### src/hdl/eag_pkg.sv
// eag_pkg: shared constants and types for the effective-address generator
// assumes one core clock; no software-visible registers
package eag_pkg;

    // addressing forms handled by this unit
    typedef enum logic [1:0] {
        EAG_MODE_EXT,
        EAG_MODE_IX0,
        EAG_MODE_IX1,
        EAG_MODE_IX2
    } eag_mode_e;

    // operation classes that may reach the unit
    typedef enum logic [4:0] {
        EAG_OP_LOAD_A,
        EAG_OP_LOAD_X,
        EAG_OP_STORE_A,
        EAG_OP_STORE_X,
        EAG_OP_ADD,
        EAG_OP_ADD_C,
        EAG_OP_SUB,
        EAG_OP_SUB_C,
        EAG_OP_AND,
        EAG_OP_OR,
        EAG_OP_XOR,
        EAG_OP_CMP_A,
        EAG_OP_CMP_X,
        EAG_OP_BIT_TEST,
        EAG_OP_JUMP,
        EAG_OP_JUMP_SUB,
        EAG_OP_SHL,
        EAG_OP_SHR,
        EAG_OP_ASHR,
        EAG_OP_ROT_L,
        EAG_OP_ROT_R,
        EAG_OP_INCR,
        EAG_OP_DECR,
        EAG_OP_CLEAR,
        EAG_OP_COMPL,
        EAG_OP_NEGATE,
        EAG_OP_TEST
    } eag_op_e;

    // instruction lengths in bytes, opcode included
    localparam logic [1:0] EAG_LEN_EXT = 2'h3;
    localparam logic [1:0] EAG_LEN_IX0 = 2'h1;
    localparam logic [1:0] EAG_LEN_IX1 = 2'h2;
    localparam logic [1:0] EAG_LEN_IX2 = 2'h3;

    // reset values, and the zero high byte for no-offset and 8-bit offset addresses
    localparam logic [15:0] EAG_ADDR_RST = 16'h0000;
    localparam logic [7:0] EAG_BYTE_RST = 8'h00;
    localparam logic [7:0] EAG_PAGE0_HI = 8'h00;

endpackage

### src/hdl/eag_addr_gen.sv
// eag_addr_gen: effective address and length for extended and indexed forms
// assumes request, operand bytes and index come from core logic on the same clock
//
// Functional notes
// - extended address is first operand byte high, second byte low.
// - extended instruction is three bytes; program counter advances by three.
// - extended form allowed for load/store/arith/logic/compare/bit/jump, not read-modify-write.
// - no-offset indexed address is index in low byte, high byte zero.
// - no-offset indexed instruction is one byte; counter advances by one.
// - 8-bit offset plus index, unsigned, carry kept, up to 01FE.
// - 8-bit offset indexed instruction is two bytes; counter advances by two.
// - 16-bit offset high byte first, then low, plus unsigned index.
// - 16-bit offset indexed instruction is three bytes; counter advances by three.
// - read-modify-write allows only no-offset and 8-bit offset indexed forms.
`timescale 1ns/1ps

module eag_addr_gen
    import eag_pkg::*;
(
    input wire logic REF_CLK_IN, // core clock, 20 MHz
    input wire logic RESETN_IN, // synchronous reset, active low
    input wire logic CE_IN, // clock enable, freezes all state when low
    input wire logic START_IN, // pulse: new instruction decoded
    input wire logic [1:0] MODE_IN, // addressing form, eag_mode_e
    input wire logic [4:0] OP_IN, // operation class, eag_op_e
    input wire logic [7:0] INDEX_IN, // index register contents
    input wire logic [15:0] PC_IN, // address of the opcode byte
    input wire logic BYTE_VALID_IN, // operand byte present
    input wire logic [7:0] BYTE_IN, // operand byte following the opcode
    output logic BUSY_OUT, // level: request in progress
    output logic BYTE_REQ_OUT, // level: waiting for an operand byte
    output logic ADDR_VALID_OUT, // pulse: address result ready
    output logic [15:0] ADDR_OUT, // effective operand address
    output logic [1:0] LEN_OUT, // instruction length in bytes
    output logic [15:0] NEXT_PC_OUT, // address of the next opcode
    output logic REJECT_OUT // pulse: form not offered for this operation
);

    ////////////////////////////////////////////////////////////////////////////
    // decoding helpers

    // true for the read-modify-write class
    function automatic logic is_rmw(input logic [4:0] op);
        logic r;
        r = 1'b0;
        case (eag_op_e'(op))
            EAG_OP_SHL, EAG_OP_SHR, EAG_OP_ASHR, EAG_OP_ROT_L, EAG_OP_ROT_R,
            EAG_OP_INCR, EAG_OP_DECR, EAG_OP_CLEAR, EAG_OP_COMPL, EAG_OP_NEGATE,
            EAG_OP_TEST: r = 1'b1;
            default: r = 1'b0;
        endcase
        return r;
    endfunction

    // true when the operation code is a known class
    function automatic logic is_known(input logic [4:0] op);
        return op <= 5'(EAG_OP_TEST);
    endfunction

    // whether an operation accepts the given addressing form
    function automatic logic form_ok(input logic [1:0] mode, input logic [4:0] op);
        logic r;
        r = 1'b0;
        case (eag_mode_e'(mode))
            EAG_MODE_EXT: r = is_known(op) && !is_rmw(op);
            EAG_MODE_IX0: r = is_known(op);
            EAG_MODE_IX1: r = is_known(op);
            EAG_MODE_IX2: r = is_known(op) && !is_rmw(op);
            default: r = 1'b0;
        endcase
        return r;
    endfunction

    // instruction length for each form
    function automatic logic [1:0] form_len(input logic [1:0] mode);
        logic [1:0] r;
        r = EAG_LEN_IX0;
        case (eag_mode_e'(mode))
            EAG_MODE_EXT: r = EAG_LEN_EXT;
            EAG_MODE_IX0: r = EAG_LEN_IX0;
            EAG_MODE_IX1: r = EAG_LEN_IX1;
            EAG_MODE_IX2: r = EAG_LEN_IX2;
            default: r = EAG_LEN_IX0;
        endcase
        return r;
    endfunction

    // widens a byte to an address word with a zero high byte
    function automatic logic [15:0] zext(input logic [7:0] b);
        return {EAG_PAGE0_HI, b};
    endfunction

    // adds an unsigned byte to an address word; the carry out of bit 15 is dropped
    function automatic logic [15:0] add_wrap(input logic [15:0] base, input logic [7:0] b);
        logic [16:0] s;
        s = {1'b0, base} + {1'b0, zext(b)};
        return s[15:0];
    endfunction

    ////////////////////////////////////////////////////////////////////////////
    // state

    // request progress; the no-offset form never leaves idle
    typedef enum logic [1:0] {
        EAG_ST_IDLE,
        EAG_ST_FIRST,
        EAG_ST_SECOND
    } eag_state_e;

    // sequencing group: where the unit is in a request
    eag_state_e state_q, state_d;
    logic busy_q, busy_d;
    logic req_q, req_d;

    // capture group: request fields held while operand bytes arrive
    logic [1:0] mode_q, mode_d;
    logic [7:0] index_q, index_d;
    logic [7:0] first_q, first_d;

    // result group: what the core sees on the outputs
    logic valid_q, valid_d;
    logic [15:0] addr_q, addr_d;
    logic [1:0] len_q, len_d;
    logic [15:0] pc_q, pc_d;
    logic reject_q, reject_d;

    // decode of the current cycle, shared by the groups
    logic start_take;
    logic start_legal;
    logic start_bad;
    logic byte_first;
    logic byte_second;
    logic short_done;
    logic [15:0] long_word;

    ////////////////////////////////////////////////////////////////////////////
    // request and byte decode

    // a start counts only while idle; a busy unit ignores it without complaint
    assign start_take = START_IN && (state_q == EAG_ST_IDLE);
    // the form must be offered for the operation class, else the request is refused
    assign start_legal = start_take && form_ok(MODE_IN, OP_IN);
    assign start_bad = start_take && !form_ok(MODE_IN, OP_IN);
    // operand bytes count only while the unit asks for them; stray bytes are dropped
    assign byte_first = BYTE_VALID_IN && (state_q == EAG_ST_FIRST);
    assign byte_second = BYTE_VALID_IN && (state_q == EAG_ST_SECOND);
    // the 8-bit offset form ends on its only operand byte
    assign short_done = byte_first && (eag_mode_e'(mode_q) == EAG_MODE_IX1);
    // held first byte is the high half, the byte on the bus now the low half
    assign long_word = {first_q, BYTE_IN};

    ////////////////////////////////////////////////////////////////////////////
    // sequencing: idle, waiting for the first byte, waiting for the second

    // next state; the no-offset form and refused requests never leave idle
    always_comb begin
        state_d = state_q;
        busy_d = busy_q;
        req_d = req_q;
        case (state_q)
            EAG_ST_IDLE: begin
                // a legal start of a form with operand bytes opens the wait
                if (start_legal && (eag_mode_e'(MODE_IN) != EAG_MODE_IX0)) begin
                    state_d = EAG_ST_FIRST;
                    busy_d = 1'b1;
                    req_d = 1'b1;
                end
            end
            EAG_ST_FIRST: begin
                // the first byte ends the 8-bit form, otherwise it opens the second wait
                if (short_done) begin
                    state_d = EAG_ST_IDLE;
                    busy_d = 1'b0;
                    req_d = 1'b0;
                end else if (byte_first) begin
                    state_d = EAG_ST_SECOND;
                end
            end
            EAG_ST_SECOND: begin
                // the second byte always ends the request
                if (byte_second) begin
                    state_d = EAG_ST_IDLE;
                    busy_d = 1'b0;
                    req_d = 1'b0;
                end
            end
            default: begin
                state_d = EAG_ST_IDLE;
                busy_d = 1'b0;
                req_d = 1'b0;
            end
        endcase
    end

    // sequencing registers; a low enable holds them, reset does not wait for it
    always_ff @(posedge REF_CLK_IN) begin
        if (!RESETN_IN) begin
            state_q <= EAG_ST_IDLE;
            busy_q <= 1'b0;
            req_q <= 1'b0;
        end else if (CE_IN) begin
            state_q <= state_d;
            busy_q <= busy_d;
            req_q <= req_d;
        end
    end

    ////////////////////////////////////////////////////////////////////////////
    // capture of the request fields

    // form and index are taken with the start, so a later index change has no effect
    always_comb begin
        mode_d = mode_q;
        index_d = index_q;
        first_d = first_q;
        if (start_take) begin
            mode_d = MODE_IN;
            index_d = INDEX_IN;
        end
        if (byte_first) begin
            first_d = BYTE_IN;
        end
    end

    // capture registers
    always_ff @(posedge REF_CLK_IN) begin
        if (!RESETN_IN) begin
            mode_q <= 2'(EAG_MODE_EXT);
            index_q <= EAG_BYTE_RST;
            first_q <= EAG_BYTE_RST;
        end else if (CE_IN) begin
            mode_q <= mode_d;
            index_q <= index_d;
            first_q <= first_d;
        end
    end

    ////////////////////////////////////////////////////////////////////////////
    // result: length, next opcode address, effective address, refusal

    // pulses default low; address, length and next pc hold until replaced
    always_comb begin
        valid_d = 1'b0;
        addr_d = addr_q;
        len_d = len_q;
        pc_d = pc_q;
        reject_d = 1'b0;
        // a refused request leaves length, next pc and address untouched
        if (start_bad) begin
            reject_d = 1'b1;
        end
        // length and next opcode address are known as soon as the form is
        if (start_legal) begin
            len_d = form_len(MODE_IN);
            pc_d = PC_IN + 16'(form_len(MODE_IN));
            if (eag_mode_e'(MODE_IN) == EAG_MODE_IX0) begin
                addr_d = zext(INDEX_IN);
                valid_d = 1'b1;
            end
        end
        // 8-bit offset: byte plus index, carry kept into the high byte
        if (short_done) begin
            addr_d = add_wrap(zext(BYTE_IN), index_q);
            valid_d = 1'b1;
        end
        // extended takes the word as is; 16-bit offset adds the index and wraps
        if (byte_second) begin
            if (eag_mode_e'(mode_q) == EAG_MODE_IX2) begin
                addr_d = add_wrap(long_word, index_q);
            end else begin
                addr_d = long_word;
            end
            valid_d = 1'b1;
        end
    end

    // result registers; a low enable also stretches the one-cycle pulses
    always_ff @(posedge REF_CLK_IN) begin
        if (!RESETN_IN) begin
            valid_q <= 1'b0;
            addr_q <= EAG_ADDR_RST;
            len_q <= EAG_LEN_IX0;
            pc_q <= EAG_ADDR_RST;
            reject_q <= 1'b0;
        end else if (CE_IN) begin
            valid_q <= valid_d;
            addr_q <= addr_d;
            len_q <= len_d;
            pc_q <= pc_d;
            reject_q <= reject_d;
        end
    end

    ////////////////////////////////////////////////////////////////////////////
    // outputs, each straight from a flip-flop

    // handshake and status
    assign BUSY_OUT = busy_q;
    assign BYTE_REQ_OUT = req_q;
    assign ADDR_VALID_OUT = valid_q;
    assign REJECT_OUT = reject_q;

    // results that hold until the next update
    assign ADDR_OUT = addr_q;
    assign LEN_OUT = len_q;
    assign NEXT_PC_OUT = pc_q;

endmodule // eag_addr_gen

### config.mk
export PLATFORM = sky130hd
export DESIGN_NAME = eag_addr_gen
export DESIGN_NICKNAME = d
export VERILOG_FILES = /design/src/hdl/eag_pkg.sv /design/src/hdl/eag_addr_gen.sv
export SDC_FILE = /design/constraint.sdc
export NUM_CORES = 1
export LEC_CHECK = 0
export ABC_AREA = 1
export BUFFER_PORTS_ARGS = -buffer_cell sky130_fd_sc_hd__buf_4
export CAP_MARGIN = 40
export CORE_ASPECT_RATIO = 0.5
export CORE_MARGIN = 5
export CORE_UTILIZATION = 58
export DETAILED_ROUTE_END_ITERATION = 8
export PLACE_DENSITY_LB_ADDON = 0.05
export SETUP_SLACK_MARGIN = 0.15
export SLEW_MARGIN = 20
export SYNTH_ARGS = -nofsm -noshare
export SYNTH_HDL_FRONTEND = slang
export SYNTH_SLANG_ARGS = --single-unit
### constraint.sdc
create_clock -name REF_CLK_IN -period 3.21 [get_ports REF_CLK_IN]
set_clock_uncertainty 0.1 [all_clocks]
set_input_delay 0.642 -clock REF_CLK_IN [delete_from_list [all_inputs] [get_ports REF_CLK_IN]]
set_output_delay 0.642 -clock REF_CLK_IN [all_outputs]
set_load 0.05 [all_outputs]
# After elaboration in Yosys (flattened, before gate mapping)
# Memories as Yosys holds them, arrays and structs flattened.
# Index checks and enable logic that the tools add are counted.
[op_classes]
add_sub_neg = 3
n_mux = 27
n_reduce_logical = 28
n_eq_ne = 12
order_cmp = 1
[ops]
columns = ["cell", "count"]
rows = [
  ["$mux W16", 5],
  ["$add A16 B2 Y16", 1],
  ["$add A16 B8 Y16", 1],
  ["$mux W1", 12],
  ["$pmux W2 S3", 2],
  ["$logic_and A1 B1 Y1", 11],
  ["$eq A2 B2 Y1 const B", 5],
  ["$mux W2", 5],
  ["$add A8 B8 Y9", 1],
  ["$pmux W1 S3", 3],
  ["$reduce_and A4 Y1", 2],
  ["$reduce_and A2 Y1", 3],
  ["$reduce_bool A3 Y1", 2],
  ["$le A5 B5 Y1 const B", 1],
  ["$logic_not A1 Y1", 5],
  ["$eq A2 B1 Y1 const B", 2],
  ["$logic_not A2 Y1", 2],
  ["$ne A2 B1 Y1 const B", 2],
  ["$ne A2 B2 Y1 const B", 2],
  ["$reduce_or A2 Y1", 2],
  ["$ne A3 B3 Y1 const B", 1],
  ["$reduce_and A3 Y1", 1],
]
[word_totals]
inputBits = 44
output_inout_bits = 38
regBits = 57
romBits = 128
memories = 4
[mem_list]
columns = ["memory", "words", "width", "rd", "rd_clocked_by_memory_dff", "write_ports", "line", "text"]
rows = [
  ["(name not given)", 32, 1, 1, 0, 0, "eag_addr_gen.sv:46", "case (eag_op_e'(op))"],
  ["(name not given)", 32, 1, 1, 0, 0, "eag_addr_gen.sv:46", ""],
  ["(name not given)", 32, 1, 1, 0, 0, "eag_addr_gen.sv:46", ""],
  ["(name not given)", 32, 1, 1, 0, 0, "eag_addr_gen.sv:46", ""],
]

# Longest topological paths before layout
# Gate-level depths: netlist of the first run.
[logic_depth]
depth_word = 9
ltp_mapped = 12
ltp_nobuf = 11

# Least setup slack after synthesis of the first run
# OpenSTA, ideal clock, no wires.
[synth_path]
kind = "input -> register"
start = "input MODE_IN[0]"
end = "register pc_q[12], in the netlist NEXT_PC_OUT[12]"
required_time_ns = 2.990
path_buffers = 0
setup_ns = 0.120
t_arrival_ns = 2.007
slack_ns = 0.983
path_stages = 11
path_cell_list = "inv_1 ha_1 inv_1 ha_1 fa_1 nand3_1 nor2_2 nand2_1 nor3_1 xnor2_1 a21oi_1"
[synth_between]
elab_chain_cells = 5
[synth_lines]
columns = ["item", "line", "text"]
rows = [
  ["start: declaration", "eag_addr_gen.sv:24", "input wire logic [1:0] MODE_IN,"],
  ["$eq A2 B2 Y1, or another cell as far along", "eag_addr_gen.sv:64, eag_addr_gen.sv:78", ""],
  ["$reduce_or A2 Y1 (no source line)", "--", ""],
  ["$pmux W2 S3 or $pmux W1 S3 (tied branches)", "eag_addr_gen.sv:78, eag_addr_gen.sv:64", ""],
  ["$mux W2 or $logic_and A1 B1 Y1 (tied branches)", "eag_addr_gen.sv:253, eag_addr_gen.sv:142", ""],
  ["$add A16 B2 Y16 or $reduce_and A2 Y1 (tied branches)", "--", ""],
  ["end signal: assignment", "eag_addr_gen.sv:289", "pc_q <= pc_d;"],
  ["end: declaration", "eag_addr_gen.sv:124", "logic [15:0] pc_q, pc_d;"],
]
# Parallel ways exist; a longest one is shown, timed or not. The select of a mux whose other input is x is not followed.
# A chain may end at the register's enable or synchronous reset.

# Worst setup path after layout of the first run
[layout_path]
start = "input BYTE_IN[0]"
end = "register addr_q[14], in the netlist ADDR_OUT[14]"
[layout_between]
elab_chain_cells = 3
[layout_lines]
columns = ["item", "line", "text"]
rows = [
  ["start: declaration", "eag_addr_gen.sv:29", "input wire logic [7:0] BYTE_IN,"],
  ["$add A16 B8 Y16", "eag_addr_gen.sv:96", "s = {1'b0, base} + {1'b0, zext(b)};"],
  ["$mux W16", "eag_addr_gen.sv:268", "if (eag_mode_e'(mode_q) == EAG_MODE_IX2) begin"],
  ["$mux W16", "eag_addr_gen.sv:267", "if (byte_second) begin"],
  ["end signal: assignment", "eag_addr_gen.sv:287", "addr_q <= addr_d;"],
  ["end: declaration", "eag_addr_gen.sv:122", "logic [15:0] addr_q, addr_d;"],
]
# No other way between the ends.

==> reports/metrics.cfg, run 1 <==
[timing]
hold_slack_ns=0.363
setup_viol=0
hold_viol=0
finalCriticalPeriod_ns=2.19
finalSetupTns_ns=0
final_max_slew_viol_count=0
max_slew_margin=0.595
finalCritPeriodShare=0.684
worst_pin_slew_ns=0.605
rsz0062_at_grt=false
clock.fmax_ghz=0.456

[synth]
synth_seq_cells=57
yosysWarnings=0
yosysSeqAreaShare=0.351
synth_area_sq_um=3250
postSynthCellCount=470
syn_nets=529
synth_cell_type_count=33
syn_area_per_cell_sq_um=6.92

[outcome]
outcome=complete, no violations

[setup_path]
cp.required_ns=3.36
critPathKind=in -> reg
r2r_slack_ns=1.17
r2r_start=index_q[0]
crit_slowest_cell=fa_1
cp.depth=10
arrival_ns=2.34
crit_buf_inv=1
cpPeakStageDelay_ns=0.40
crit_chain=buf_4 -> ha_1 -> fa_1 -> nand2_1 -> nand2_1 -> nand3_1 -> nand2_1 -> nand3_1 -> nand3_1 -> a21oi_1
crit_family=simple AND/OR/NAND/NOR gates
worstSetupStartpoint=BYTE_IN[0]
crit_path_start_kind=input pin
reg2reg_depth=9
path_max_fanout=8
end_kind=flip-flop

[routing]
wl_per_cell_microns=13.8
drc_errors=0
antenna_left=0
first_pass_iters=4
vias=3294
avgViaCountPerCell=5.26
drtIter0Drc=294
routed_wl_mm=8.66

[layout]
final_common_cell=nand2_1
fillers=449
layout_common_cells=nand2_1 (98), buf_4 (81), nor2_1 (58), dfxtp_1 (57), a21oi_1 (45)
drive_gt1_frac=0.217
finalNetCount=607
diodes=0
fin_area_sq_um=4200
syn2layout_area_growth_pct=29.2

[cts]
clockRootBuffer=clkbuf_16
cts_sinks=57
tritoncts=yes
clkTransAtPathRegs_ns=0.05
htreeDepth=3
clkLatencyLatePin_ns=0.32
clockBufferDepth=2
cts_buffers=9
cts_resized=0
cts_hold_buffers=0
post_cts_buffers=0

[global_routing]
grtUsageTotal=0.244
grt_antenna_before_repair=0
grt_pass1_vias=3070
grt_max_degree=48
grt_overflow=0
grt_pass1_wl_mm=14.4

[min_path]
min_path_cells=2
hold_path_class=reg -> reg
min_from=ADDR_OUT[15]

[run]
maxCapViolations=0

[floorplan]
coreArea_sq_um=5470
pin_count=82
fp.dieW_microns=116
row_count=19
die_h_microns=62.9
start_util=0.595
die_area_sq_um=7300

[pwr]
p_per_area_nw_per_um2=561
irDropWorstVdd_mv=0.461
power_mw=2.36
p_leak_nw=2.01

[placed_design]
placed_cell_area_sq_um=3870
dp_hpwl_mm=6.27
portBuffers=81
gp_congestion=0.956

-- power by group --
group          leakage [nW]  switching [mW]  total [mW]  internal (mW)
Sequential            0.465          0.0354       0.797          0.761
Combinational          1.39           0.338       0.508          0.170
Clock                 0.155           0.332        1.05          0.721
-- worst min-delay path, stage by stage, from the launching register on --
cell and delay (ns):
dfxtp_1 0.30, nand2_1 0.06, a21oi_1 0.05
-- kinds of logic (layout without fill, tap and decap cells) --
kind of cell | after synthesis | in the layout | share of synthesized area
and+or+nand+nor | 225 | 225 | 0.309
AOI/OAI and AO/OA | 98 | 98 | 0.159
buffers and inverters | 60 | 143 | 0.0789
DFF | 57 | 57 | 0.351
adders and majority gates | 15 | 15 | 0.0623
xor gates and xnor gates | 15 | 15 | 0.0404
-- through the flow --
step | setup slack (ns) | cells | util
after global placement | 0.756 | 610 | 0.708
after global routing | 0.780 | 626 | 0.768
after detailed placement | 0.683 | 610 | 0.708
final | 1.02 | 626 | 0.768
after floorplan | 0.983 | 470 | -
after CTS | 1.02 | 626 | 0.768
-- synthesized netlist by cell type (all sizes together) --
cell type  number  area, sq um
nor3            4         20.0
o21ai          48          251
nand3b          2         15.0
fa              2         40.0
o31ai           1         7.51
o211ai          1         7.51
ha             13          163
dfxtp          57         1140
clkbuf          4         15.0
buf            10         67.6
nor2           63          263
a21boi          2         15.0
or2             3         18.8
a21oi          46          234
nand3          43          220
nand2         105          437
xor2            9         78.8
nand4           5         31.3
inv            45          169
clkinv          1         5.00
xnor2           6         52.6
-- worst paths after layout --
check / endpoint
max: ADDR_OUT[14]
max reg2reg: ADDR_OUT[14]
min: ADDR_OUT[15]
min reg2reg: ADDR_OUT[15]
-- layer usage --
| layer | wire [microns] | vias to the layer above | track usage |
|---|---|---|---|
| li1 | - | 1696 | - |
| met1 | 3950 | 1476 | 0.328 |
| met2 | 3860 | 112 | 0.370 |
| met3 | 784 | 10 | 0.0745 |
| met4 | 72 | 0 | 0.0810 |
| met5 | 0 | - | 0 |
-- state kept, by name, summed over array words and instances, names as in the netlist --
name            flops
first_q             8
BYTE_REQ_OUT        1
state_q             2
REJECT_OUT          1
NEXT_PC_OUT        16
LEN_OUT             2
ADDR_OUT           16
mode_q              2
ADDR_VALID_OUT      1
index_q             8
-- cell type report --
| class | count | area, sq um | share of cell area |
|---|---|---|---|
| clock buffers | 12 | 256 | 0.0611 |
| clock inverters | 4 | 75.1 | 0.0179 |
| inverters | 46 | 174 | 0.0414 |
| multi-input cells | 353 | 1850 | 0.441 |
| flip-flops and latches | 57 | 1140 | 0.272 |
| well taps | 73 | 91.3 | 0.0217 |
| repair buffers | 81 | 608 | 0.145 |
Power figures use the tool's default switching activity.
==> run 2, diff against run 1 <==
CORE_UTILIZATION = 48   (was 58)
clock period = 1.8 ns   (was 3.21 ns; I/O delays follow)
==> reports/metrics.cfg, run 2 (synthesis gave the netlist of run 1 again) <==
[outcome]
outcome=complete, no violations  ; unchanged

[global_routing]
grt_max_degree=27  ; was 48
grt_pass1_wl_mm=15.1  ; was 14.4 mm
grt_overflow=0  ; unchanged
grtUsageTotal=0.222  ; was 0.244
grt_antenna_before_repair=0  ; unchanged
grt_pass1_vias=3236  ; was 3070

[routing]
antenna_left=0  ; unchanged
drc_errors=0  ; unchanged
routed_wl_mm=9.21  ; was 8.66 mm
drtIter0Drc=192  ; was 294
avgViaCountPerCell=4.98  ; was 5.26
first_pass_iters=4  ; unchanged
wl_per_cell_microns=13.5  ; was 13.8 microns
vias=3388  ; was 3294

[pwr]
irDropWorstVdd_mv=0.484  ; was 0.461 mV
combPwrFrac=0.276  ; was 0.215
clkPwrFrac=0.368  ; was 0.447
p_per_area_nw_per_um2=839  ; was 561 nW/um^2
power_mw=4.03  ; was 2.36 mW
p_seq_frac=0.356  ; was 0.338
p_leak_nw=2.21  ; was 2.01 nW
p_switching_mw=1.29  ; was 0.706 mW
power.internal_mw=2.74  ; was 1.65 mW
p_sw_frac=0.319  ; was 0.299

[timing]
hold_viol=0  ; unchanged
rsz0062_at_grt=true  ; was false
clock.fmax_ghz=0.583
max_slew_margin=0.713  ; was 0.595
finalCriticalPeriod_ns=1.71
finalCritPeriodShare=0.953
final_max_slew_viol_count=0  ; unchanged
setup_viol=0  ; unchanged
worst_pin_slew_ns=0.430  ; was 0.605 ns
setup_slack_ns=0.0852  ; was 1.02 ns

[layout]
fillers=549  ; was 449
postLayoutCoreUtil=0.726  ; was 0.768
drive_gt1_frac=0.358  ; was 0.217
finalNetCount=646  ; was 607
layout_common_cells=buf_4 (117), nand2_1 (88), nor2_1 (52), dfxtp_1 (50), a21oi_1 (43)  ; was nand2_1 (98), buf_4 (81), nor2_1 (58), dfxtp_1 (57), a21oi_1 (45)
final_common_cell=buf_4  ; was nand2_1
diodes=0  ; unchanged
syn2layout_area_growth_pct=47.8  ; was 29.2%

[setup_path]
crit_path_start_kind=flip-flop  ; was input pin
arrival_ns=1.83  ; was 2.34 ns
end_kind=flip-flop  ; unchanged
path_max_fanout=4  ; was 8
reg2reg_depth=10  ; was 9
worstSetupStartpoint=index_q[0]  ; was BYTE_IN[0]
r2r_start=index_q[0]  ; unchanged
critPathKind=reg -> reg  ; was in -> reg
cp.required_ns=1.92  ; was 3.36 ns

[placed_design]
dpl_worst_slack_ns=-0.322  ; was 0.683 ns
portBuffers=81  ; unchanged
gp_congestion=0.890  ; was 0.956
dp_hpwl_mm=6.73  ; was 6.27 mm

[cts]
cts_buffers=9  ; unchanged
clockBufferDepth=2  ; unchanged
clockRootBuffer=clkbuf_16  ; unchanged
clkTransAtPathRegs_ns=0.05  ; about the same
cts_hold_buffers=0  ; unchanged
cts_sinks=57  ; unchanged
tritoncts=yes  ; unchanged
htreeDepth=3  ; unchanged
clkLatencyLatePin_ns=0.33  ; was 0.32 ns

[floorplan]
fp.dieW_microns=126  ; was 116 microns
die_h_microns=68.2  ; was 62.9 microns
die_area_sq_um=8620  ; was 7300 sq um
start_util=0.491  ; was 0.595
row_count=21  ; was 19
pin_count=82  ; unchanged
coreArea_sq_um=6620  ; was 5470 sq um

[min_path]
min_path_cells=3  ; was 2
hold_path_class=in -> reg  ; was reg -> reg
min_from=INDEX_IN[4]  ; was ADDR_OUT[15]

[run]
maxCapViolations=0  ; unchanged

run 2: cell count changes in the layout (fill, tap and decap cells not counted), sizes merged:
cell      change
buf          +39
bufinv        -2
clkinv        +1
clkinvlp      -2
run 2: power by group through the flow:
stage / sequential, mW / combinational (mW) / clock, mW
after floorplan: 1.63 / 0.453 / 0
after global placement: 1.44 / 0.997 / 0
after detailed placement: 1.44 / 1.01 / 0
after CTS: 1.43 / 1.06 / 1.50
after global routing: 1.45 / 1.21 / 1.56
final: 1.43 / 1.11 / 1.48
run 2: layer usage:
layer,global-route usage,part of all wire,vias up
met1,0.279,0.47,1521
li1,-,-,1773
met2,0.370,0.46,83
met5,0,0,-
met3,0.0709,0.060,11
met4,0.0709,0.010,0
run 2: worst paths after layout:
check	slack, ns	to
setup / recovery	0.09	ADDR_OUT[6]
hold / removal	0.17	index_q[4]
hold reg to reg	0.36	ADDR_OUT[15]
setup reg to reg	0.09	ADDR_OUT[6]
run 2: repair_timing:
action | 4_1_cts | 5_1_grt
buffers inserted | 2 | 4
gates resized for setup | 16 | 35
cloned | 0 | 0
pin swaps | 5 | 19
endpoints found under the setup margin | 16 | 25
run 2: cell type report:
type | count | area (sq um) | share of cell area
multi-input combinational | 353 | 2170 | 0.451
sequential | 57 | 1150 | 0.239
timing repair buffer | 120 | 930 | 0.193
clock buffer | 12 | 246 | 0.0513
inverter | 46 | 194 | 0.0404
tap | 92 | 115 | 0.0240
clock inverter | 1 | 5.00 | 0.00104
run 2: metrics by stage:
step / area [sq um] / TNS, ns / std cells / hold WS, ns
6_report: 4810 / 0 / 681 / 0.168
5_1_grt: 4810 / 0 / 681 / 0.173
4_1_cts: 4660 / 0 / 677 / 0.159
3_5_place_dp: 4280 / -2.75 / 662 / 0.358
3_3_place_gp: 4280 / -2.14 / 662 / 0.355
2_1_floorplan: 3380 / -0.0388 / 470 / 0.345
run 2: worst max-delay path, stage by stage, from the launching register on:
cell and delay, ns:
dfxtp_2 0.33, ha_4 0.16, fa_2 0.34, nand2_2 0.11, nand2_4 0.08, nand4_1 0.10, nand3_1 0.07, nand2_1 0.06
nor2_1 0.05, nor2_2 0.15, nor2_1 0.06
